### src/design/ddr2_timing_regs.vh
`ifndef DDR2_TIMING_REGS_VH
`define DDR2_TIMING_REGS_VH

// clock period at 10 MHz
`define TCK_PS 32'd100000

// command codes on the user port
`define CMD_NOP 4'h0
`define CMD_ACT 4'h1
`define CMD_RD 4'h2
`define CMD_WR 4'h3
`define CMD_WRA 4'h4
`define CMD_PRE 4'h5
`define CMD_REF 4'h6
`define CMD_MRS 4'h7
`define CMD_PDE 4'h8
`define CMD_PDX 4'h9
`define CMD_SRE 4'ha
`define CMD_SRX 4'hb

// pin encodings {ras_n, cas_n, we_n}
`define PINS_NOP 3'h7
`define PINS_ACT 3'h3
`define PINS_RD 3'h5
`define PINS_WR 3'h4
`define PINS_PRE 3'h2
`define PINS_REF 3'h1
`define PINS_MRS 3'h0

// auto precharge flag position on the address pins
`define AUTO_PRE_BIT 10

// four_activate_window in ps
`define FAW_1K_800_PS 32'd35000
`define FAW_1K_667_PS 32'd37500
`define FAW_2K_800_PS 32'd45000
`define FAW_2K_667_PS 32'd50000

// other times in ps
`define WR_RECOVERY_PS 32'd15000
`define WRITE_TO_READ_PS 32'd7500
`define READ_TO_PRE_PS 32'd7500
`define SR_EXIT_EXTRA_PS 32'd10000
`define TIS_PS 32'd200
`define TIH_PS 32'd275

// times in clock cycles
`define COLUMN_TO_COLUMN_CYC 8'h02
`define SR_EXIT_READ_CYC 8'hc8
`define PPD_EXIT_CYC 8'h02
`define APD_FAST_EXIT_CYC 8'h02
`define APD_SLOW_800_CYC 8'h08
`define APD_SLOW_667_CYC 8'h07
`define CKE_PULSE_CYC 8'h03
`define ODT_TO_PD_CYC 8'h03
`define PD_EXIT_ODT_CYC 8'h08

`define NUM_BANKS 8
`define NUM_FAW_SLOTS 4

`endif

### src/design/spacing_timer.v
`timescale 1ns/1ps
// down-counter that reports when a spacing has elapsed
module spacing_timer (
    // clock and reset
    input wire clk,
    input wire rstn,
    // load
    input wire load,
    input wire [7:0] value,
    // status
    output wire done
);
    reg [7:0] count_q;
    reg [7:0] count_d;

    always @* begin
        count_d = count_q;
        if (load) begin
            count_d = value;
        end else if (count_q != 8'h00) begin
            count_d = count_q - 8'h01;
        end
    end

    always @(posedge clk or negedge rstn) begin
        if (!rstn) begin
            count_q <= 8'h00;
        end else begin
            count_q <= count_d;
        end
    end

    assign done = (count_q == 8'h00);
endmodule

### src/design/ddr2_command_spacing_timer.v
`timescale 1ns/1ps
`include "ddr2_timing_regs.vh"

module ddr2_command_spacing_timer #(
    parameter [31:0] TRFC_PS = 32'd127500,
    parameter [31:0] TRP_PS = 32'd15000
) (
    // clock and reset
    input wire clk,
    input wire rstn,
    // configuration
    input wire grade_800,
    input wire page_2k,
    input wire slow_exit,
    input wire [2:0] additive_latency,
    // command request
    input wire cmd_valid,
    input wire [3:0] cmd_code,
    input wire [2:0] cmd_bank,
    input wire [13:0] cmd_addr,
    output wire cmd_ready,
    // termination request
    input wire odt_req,
    // dram pins
    output reg ck_en_q,
    output reg cke_q,
    output reg cs_n_q,
    output reg ras_n_q,
    output reg cas_n_q,
    output reg we_n_q,
    output reg [2:0] ba_q,
    output reg [13:0] addr_q,
    output reg odt_q
);
    localparam [1:0] ST_RUN = 2'h0;
    localparam [1:0] ST_PPD = 2'h1;
    localparam [1:0] ST_APD = 2'h2;
    localparam [1:0] ST_SR = 2'h3;

    // ceiling of a time over the clock period, never below one cycle
    function [7:0] cyc;
        input [31:0] ps;
        reg [31:0] c;
        begin
            c = (ps + `TCK_PS - 32'd1) / `TCK_PS;
            if (c == 32'd0) begin
                c = 32'd1;
            end
            cyc = c[7:0];
        end
    endfunction

    reg [1:0] state_q;
    reg [`NUM_BANKS-1:0] open_q;
    reg [7:0] dal_q [0:`NUM_BANKS-1];
    reg [7:0] rtp_q [0:`NUM_BANKS-1];
    reg [7:0] faw_q [0:`NUM_FAW_SLOTS-1];
    reg [7:0] hold_q;

    wire issue = cmd_valid & cmd_ready;
    wire ccd_done;
    wire wtr_done;
    wire nonread_done;
    wire read_done;
    wire cke_done;
    wire odt_settle_done;
    wire odt_lock_done;

    reg [7:0] faw_cyc;
    reg [7:0] slow_cyc;
    reg [7:0] exit_nonread;
    reg [7:0] exit_read;
    reg faw_free;
    reg [1:0] faw_slot;
    reg allow;
    integer i;
    integer j;

    wire col_cmd = (cmd_code == `CMD_RD) | (cmd_code == `CMD_WR) | (cmd_code == `CMD_WRA);
    wire wr_cmd = (cmd_code == `CMD_WR) | (cmd_code == `CMD_WRA);
    wire cke_cmd = (cmd_code == `CMD_PDE) | (cmd_code == `CMD_PDX) |
                   (cmd_code == `CMD_SRE) | (cmd_code == `CMD_SRX);
    wire odt_change = (odt_req != odt_q) & odt_lock_done & (state_q == ST_RUN);

    always @* begin
        if (page_2k) begin
            faw_cyc = grade_800 ? cyc(`FAW_2K_800_PS) : cyc(`FAW_2K_667_PS);
        end else begin
            faw_cyc = grade_800 ? cyc(`FAW_1K_800_PS) : cyc(`FAW_1K_667_PS);
        end
        slow_cyc = (grade_800 ? `APD_SLOW_800_CYC : `APD_SLOW_667_CYC) - {5'h00, additive_latency};
        if (slow_cyc == 8'h00 || slow_cyc > `APD_SLOW_800_CYC) begin
            slow_cyc = 8'h01;
        end
        faw_free = 1'b0;
        faw_slot = 2'h0;
        for (j = `NUM_FAW_SLOTS - 1; j >= 0; j = j - 1) begin
            if (faw_q[j] == 8'h00) begin
                faw_free = 1'b1;
                faw_slot = j[1:0];
            end
        end
        exit_nonread = `PPD_EXIT_CYC;
        exit_read = `PPD_EXIT_CYC;
        if (state_q == ST_SR) begin
            exit_nonread = cyc(TRFC_PS + `SR_EXIT_EXTRA_PS);
            exit_read = `SR_EXIT_READ_CYC;
        end else if (state_q == ST_APD) begin
            exit_read = slow_exit ? slow_cyc : `APD_FAST_EXIT_CYC;
        end else begin
            exit_nonread = `PPD_EXIT_CYC;
        end
    end

    always @* begin
        allow = 1'b0;
        if (state_q == ST_RUN) begin
            case (cmd_code)
                `CMD_NOP: allow = 1'b1;
                `CMD_ACT: allow = nonread_done & faw_free & (dal_q[cmd_bank] == 8'h00) & ~open_q[cmd_bank];
                `CMD_RD: allow = read_done & ccd_done & wtr_done & open_q[cmd_bank];
                `CMD_WR: allow = nonread_done & ccd_done & open_q[cmd_bank];
                `CMD_WRA: allow = nonread_done & ccd_done & open_q[cmd_bank];
                `CMD_PRE: allow = nonread_done & (rtp_q[cmd_bank] == 8'h00);
                `CMD_REF: allow = nonread_done & (open_q == {`NUM_BANKS{1'b0}});
                `CMD_MRS: allow = nonread_done & (open_q == {`NUM_BANKS{1'b0}});
                `CMD_PDE: allow = nonread_done & cke_done & odt_settle_done & ~odt_change;
                `CMD_SRE: allow = nonread_done & cke_done & odt_settle_done & ~odt_change &
                                  (open_q == {`NUM_BANKS{1'b0}});
                default: allow = 1'b0;
            endcase
        end else if (state_q == ST_SR) begin
            allow = (cmd_code == `CMD_SRX) & cke_done & ck_en_q;
        end else begin
            allow = (cmd_code == `CMD_PDX) & cke_done;
        end
    end

    assign cmd_ready = allow;

    spacing_timer ccd_timer (.clk(clk), .rstn(rstn), .load(issue & col_cmd),
        .value(`COLUMN_TO_COLUMN_CYC), .done(ccd_done));
    spacing_timer wtr_timer (.clk(clk), .rstn(rstn), .load(issue & wr_cmd),
        .value(cyc(`WRITE_TO_READ_PS)), .done(wtr_done));
    spacing_timer nonread_timer (.clk(clk), .rstn(rstn),
        .load(issue & ((cmd_code == `CMD_PDX) | (cmd_code == `CMD_SRX))),
        .value(exit_nonread), .done(nonread_done));
    spacing_timer read_timer (.clk(clk), .rstn(rstn),
        .load(issue & ((cmd_code == `CMD_PDX) | (cmd_code == `CMD_SRX))),
        .value(exit_read), .done(read_done));
    spacing_timer cke_timer (.clk(clk), .rstn(rstn), .load(issue & cke_cmd),
        .value(`CKE_PULSE_CYC), .done(cke_done));
    spacing_timer odt_settle_timer (.clk(clk), .rstn(rstn), .load(odt_change),
        .value(`ODT_TO_PD_CYC), .done(odt_settle_done));
    spacing_timer odt_lock_timer (.clk(clk), .rstn(rstn),
        .load(issue & ((cmd_code == `CMD_PDX) | (cmd_code == `CMD_SRX))),
        .value(`PD_EXIT_ODT_CYC), .done(odt_lock_done));

    // bank bookkeeping, activate window slots and power state
    always @(posedge clk or negedge rstn) begin
        if (!rstn) begin
            state_q <= ST_RUN;
            open_q <= {`NUM_BANKS{1'b0}};
            hold_q <= 8'h00;
            for (i = 0; i < `NUM_BANKS; i = i + 1) begin
                dal_q[i] <= 8'h00;
                rtp_q[i] <= 8'h00;
            end
            for (i = 0; i < `NUM_FAW_SLOTS; i = i + 1) begin
                faw_q[i] <= 8'h00;
            end
        end else begin
            for (i = 0; i < `NUM_BANKS; i = i + 1) begin
                if (dal_q[i] != 8'h00) begin
                    dal_q[i] <= dal_q[i] - 8'h01;
                end
                if (rtp_q[i] != 8'h00) begin
                    rtp_q[i] <= rtp_q[i] - 8'h01;
                end
            end
            for (i = 0; i < `NUM_FAW_SLOTS; i = i + 1) begin
                if (faw_q[i] != 8'h00) begin
                    faw_q[i] <= faw_q[i] - 8'h01;
                end
            end
            if (hold_q != 8'h00) begin
                hold_q <= hold_q - 8'h01;
            end
            if (issue) begin
                case (cmd_code)
                    `CMD_ACT: begin
                        open_q[cmd_bank] <= 1'b1;
                        faw_q[faw_slot] <= faw_cyc;
                    end
                    `CMD_RD: rtp_q[cmd_bank] <= cyc(`READ_TO_PRE_PS);
                    `CMD_WRA: begin
                        open_q[cmd_bank] <= 1'b0;
                        dal_q[cmd_bank] <= cyc(`WR_RECOVERY_PS) + cyc(TRP_PS);
                    end
                    `CMD_PRE: open_q[cmd_bank] <= 1'b0;
                    `CMD_PDE: state_q <= (open_q != {`NUM_BANKS{1'b0}}) ? ST_APD : ST_PPD;
                    `CMD_SRE: begin
                        state_q <= ST_SR;
                        hold_q <= cyc(`TIS_PS) + cyc(`TCK_PS) + cyc(`TIH_PS);
                    end
                    `CMD_PDX: state_q <= ST_RUN;
                    `CMD_SRX: state_q <= ST_RUN;
                    default: state_q <= state_q;
                endcase
            end
        end
    end

    // pin drive
    always @(posedge clk or negedge rstn) begin
        if (!rstn) begin
            ck_en_q <= 1'b1;
            cke_q <= 1'b1;
            cs_n_q <= 1'b1;
            ras_n_q <= 1'b1;
            cas_n_q <= 1'b1;
            we_n_q <= 1'b1;
            ba_q <= 3'h0;
            addr_q <= 14'h0000;
            odt_q <= 1'b0;
        end else begin
            cs_n_q <= 1'b1;
            {ras_n_q, cas_n_q, we_n_q} <= `PINS_NOP;
            if (odt_change) begin
                odt_q <= odt_req;
            end
            if (state_q == ST_SR && hold_q == 8'h00 && !(cmd_valid && cmd_code == `CMD_SRX)) begin
                ck_en_q <= 1'b0;
            end else if (cmd_valid && cmd_code == `CMD_SRX) begin
                ck_en_q <= 1'b1;
            end
            if (issue) begin
                ba_q <= cmd_bank;
                addr_q <= cmd_addr;
                case (cmd_code)
                    `CMD_ACT: begin
                        cs_n_q <= 1'b0;
                        {ras_n_q, cas_n_q, we_n_q} <= `PINS_ACT;
                    end
                    `CMD_RD: begin
                        cs_n_q <= 1'b0;
                        {ras_n_q, cas_n_q, we_n_q} <= `PINS_RD;
                    end
                    `CMD_WR: begin
                        cs_n_q <= 1'b0;
                        {ras_n_q, cas_n_q, we_n_q} <= `PINS_WR;
                        addr_q[`AUTO_PRE_BIT] <= 1'b0;
                    end
                    `CMD_WRA: begin
                        cs_n_q <= 1'b0;
                        {ras_n_q, cas_n_q, we_n_q} <= `PINS_WR;
                        addr_q[`AUTO_PRE_BIT] <= 1'b1;
                    end
                    `CMD_PRE: begin
                        cs_n_q <= 1'b0;
                        {ras_n_q, cas_n_q, we_n_q} <= `PINS_PRE;
                        addr_q[`AUTO_PRE_BIT] <= 1'b0;
                    end
                    `CMD_REF: begin
                        cs_n_q <= 1'b0;
                        {ras_n_q, cas_n_q, we_n_q} <= `PINS_REF;
                    end
                    `CMD_MRS: begin
                        cs_n_q <= 1'b0;
                        {ras_n_q, cas_n_q, we_n_q} <= `PINS_MRS;
                    end
                    `CMD_PDE: cke_q <= 1'b0;
                    `CMD_SRE: begin
                        cke_q <= 1'b0;
                        cs_n_q <= 1'b0;
                        {ras_n_q, cas_n_q, we_n_q} <= `PINS_REF;
                    end
                    `CMD_PDX: cke_q <= 1'b1;
                    `CMD_SRX: cke_q <= 1'b1;
                    default: cs_n_q <= 1'b1;
                endcase
            end
        end
    end
endmodule

### config.mk
export PLATFORM = sky130hd
export DESIGN_NAME = ddr2_command_spacing_timer
export DESIGN_NICKNAME = d
export VERILOG_FILES = /design/src/design/spacing_timer.v /design/src/design/ddr2_command_spacing_timer.v
export VERILOG_INCLUDE_DIRS = /design/src /design/src/design
export SDC_FILE = /design/constraint.sdc
export NUM_CORES = 1
export LEC_CHECK = 0
export BUFFER_PORTS_ARGS = -buffer_cell sky130_fd_sc_hd__clkbuf_2
export CELL_PAD_IN_SITES_DETAIL_PLACEMENT = 1
export CELL_PAD_IN_SITES_GLOBAL_PLACEMENT = 1
export CORE_ASPECT_RATIO = 0.5
export CORE_UTILIZATION = 45
export CTS_BUF_LIST = sky130_fd_sc_hd__clkbuf_4 sky130_fd_sc_hd__clkbuf_8
export CTS_CLUSTER_SIZE = 30
export DETAILED_ROUTE_END_ITERATION = 12
export PLACE_DENSITY_LB_ADDON = 0.1
export SLEW_MARGIN = 20
export SYNTH_ARGS = -nofsm -noshare
export SYNTH_HDL_FRONTEND = slang
export SYNTH_HIERARCHICAL = 1
export SYNTH_SLANG_ARGS = --single-unit
### constraint.sdc
create_clock -name clk -period 12.2 [get_ports clk]
set_input_delay 1.22 -clock clk [delete_from_list [all_inputs] [get_ports clk]]
set_output_delay 1.22 -clock clk [all_outputs]
set_load 0.1 [all_outputs]
==> run_results.csv <==
group,metric,value,unit
worst_setup_path,worstReg2RegStart,"cke_timer/count_q[0]",
drt,detail_route.wl_per_cell,18.8,um
drt,top_layer_used,"met4",
global_route,grt_pass1_wl,67.9,mm
sta,finalCritPeriodShare,48.1,%
status,outcome,"completed",
yosys,post-synth-top-area-fraction,41.5,%
min_path,path_category_of_the_worst_min_delay_check,"reg2reg",
place,postPlaceCellArea,0.0160,mm2
die,core_region_area,0.0332,mm2
worst_setup_path,worst-setup-path-type,"reg2out",
clocking,cts.repair.resized,0,
worst_setup_path,cp_data_required_time,10.98,ns
final_layout,fillers,3829,
power,lkg_pwr,6.77,nW
worst_setup_path,cp_cell_sequence,"inv_1 -> ha_1 -> or3b_1 -> nor2_1 -> nand4b_1 -> nor3_1 -> o31ai_1 -> nor4_1 -> nand4_2 -> and2_1 -> inv_1 -> clkbuf_2",
power,power-per-cell-area,216,mW/mm2
die,die_width,262,um
global_route,grtUsageTotal,23.8,%
min_path,hold_path.startpoint,"ba_q[2]",
worst_setup_path,critPathSlowestCell,"nand4_2",
drt,met2_wirelength,19.7,mm
die,io_pins,56,
clocking,clock_tree.htree_level_count,2,
drt,dr_total_vias,12600,
drt,drt_first_iter_violations,681,
worst_setup_path,crit_path_top_cell_by_count,"inv_1",
clocking,ctsLongestPathBuffers,3,
place,numPlacedInstances,2081,
final_layout,multiInputGateArea,0.00822,mm2
drt,wl,40.4,mm
place,portBuffers,54,
worst_setup_path,worst-endpoint-arrival,4.65,ns
final_layout,layout.cells.most_common_list,"dfrtp_1, nor2_1, nand2_1",
clocking,clkTransAtPathRegs,0.07,ns
yosys,edff_count_synth,0,
final_layout,area_overhead_of_the_layout_relative_to_synthesis,11.2,%
die,chipHeight,132,um
place,finalWeightedCongestion,0.839,
yosys,synth-main-ff-cell,"dfrtp_1",
die,floorplan.initialDensity,45.8,%
yosys,synth_warnings,6,
yosys,netlist_top_cells_area,"dfrtp_1, xnor2_1, ha_1, nor2_1, nand2_1",
yosys,post_synth_instance_area,0.0152,mm2
drt,drt_pass1_iterations,4,
sta,slew_headroom,24.5,%
sta,rsz0062_at_grt,"no",
drt,antenna_left,0,
sta,clock_skew,0.0222,ns
sta,max_clock_freq,0.170,GHz
drt,detail_route.drc_violations,0,
yosys,seq_area_frac_synth,42.5,%
global_route,grt_antenna_before_repair,0,
yosys,synthesis.area_per_instance,9.54,um2
clocking,cts_tree,"yes",
yosys,synth_area_leader_cell,"dfrtp_1",
clocking,number_of_sinks_driven_by_the_clock_tree,258,
sta,setup_violations,0,
worst_setup_path,worst_path_largest_cell_delay,0.50,ns
global_route,grt_pass1_vias,13400,
global_route,largest_net_degree_at_the_start_of_global_routing,163,
power,max-vdd-ir-drop,0.110,mV
sta,slew_at_the_pin_with_the_worst_max_slew_slack,1.13,ns
clocking,clk_latency,0.56,ns
yosys,netlist-cell-type-count,79,
final_layout,finalInstanceArea,0.0169,mm2
place,detailedPlacementHpwl,27.2,mm
sta,timing_hold_violations_final,0,
yosys,synth-async-reset-ratio,100,%
clocking,cts-buffers-inserted,41,
worst_setup_path,startpoint,"cke_timer/count_q[0]",
final_layout,layout.cells.most_common,"dfrtp_1",
die,fp.dieArea,0.0345,mm2
yosys,ys_ff_latch,258,
drt,wl_met1,18.7,mm
final_layout,final_layout_size_suffix_gt1_share,10.9,%
clocking,holdBufCountCts,0,
sta,timing_max_transition_violations_final,0,
worst_setup_path,worst_setup_path_end_kind,"primary output",
final_layout,seq_area,0.00646,mm2
final_layout,num-nets-final,1764,
sta,period_minus_slack,5.87,ns
worst_setup_path,timing.critical_path.fanout_max,17,
drt,met3RoutedLength,1.32,mm
die,rows,47,
sta,timing.setup.tns,0,ns
drt,detail_route.vias_per_cell,5.84,
run,timing.max_cap.violations,0,
final_layout,stdcell_count,2154,
global_route,global_route.overflow_total,0,
yosys,postSynthCellCount,1593,
clocking,postCtsSetupBuffers,0,
final_layout,insertedDiodeCount,0,
clocking,clk_root_buffer_cell,"clkbuf_8",
worst_setup_path,worstSetupStartpointType,"flip-flop",
==> cell families after synthesis <==
group                      share of synthesized area, %
xor gates and xnor gates                           7.73
AOI/OAI and AO/OA                                  18.0
and+or+nand+nor                                    19.4
DFF                                                42.5
other                                            0.0494
adders and majority gates                          4.17
muxes                                              3.48
buffers and inverters                              4.65
==> worst paths after layout <==
kind	to	slack, ns	depth (start not counted)
max in group asynchronous	addr_q[3]	10.03	2
worst max register to register	ba_q[2]	6.54	13
worst max-delay path	cmd_ready	6.33	12
worst min register to register	ba_q[2]	0.49	1
min in group asynchronous	odt_lock_timer/count_q[1]	0.71	1
worst min-delay path	ba_q[2]	0.49	1
==> cells in the mapped netlist (37+ instances only) <==
| library cell | n |
|---|---|
| dfrtp_1 | 252 |
| nor2_1 | 126 |
| nand2_1 | 115 |
| xnor2_1 | 95 |
| inv_1 | 89 |
| nor3_1 | 78 |
| a21oi_1 | 68 |
| a211oi_1 | 51 |
| ha_1 | 49 |
| nor4_1 | 42 |
| xor2_1 | 39 |
| a31oi_1 | 37 |
==> worst max-delay path, delay by kind of cell, from the launching register on <==
family / cells / cell delay (ns)
AO/OA/AOI/OAI: 1 / 0.21
buffers and inverters: 3 / 0.62
adder cells (fa/ha/maj): 1 / 0.23
AND/OR/NAND/NOR: 7 / 2.60
flip-flops: 1 / 0.43
==> power by group <==
part           internal, mW  switching, mW  total (mW)
Combinational         0.546          0.695        1.24
Clock                 0.453          0.363       0.817
Sequential             1.19          0.395        1.58
==> routing by layer <==
layer	track usage, %	vias to the layer above
li1	-	6000
met1	31.8	6349
met2	40.6	166
met3	3.92	56
met4	5.26	0
met5	0	-
==> area by class of cell <==
cell class | count | share of cell area, %
Clock inverter | 5 | 0.319
Sequential cell | 258 | 38.3
Timing Repair Buffer | 72 | 2.53
Clock buffer | 68 | 4.95
Tap cell | 441 | 3.27
Inverter | 89 | 1.98
Multi-Input combinational cell | 1221 | 48.7
==> flip-flops by register name, indices dropped and copies added, names as in the netlist, 14 cells and up, named ones only <==
name and count:
rtp_q 64, faw_q 32, dal_q 64, addr_q 14
==> per-stage QoR <==
step,hold slack (ns),setup WS [ns],utilization (%),power [mW]
after floorplan,0.485,7.36,-,2.49
after global placement,0.454,6.46,48.2,2.72
after detailed placement,0.474,6.35,48.2,2.83
after CTS,0.479,6.28,50.9,3.68
after global routing,0.501,6.01,50.9,3.92
final,0.487,6.33,50.9,3.64
No activity file was read; power rests on OpenSTA's default activity.
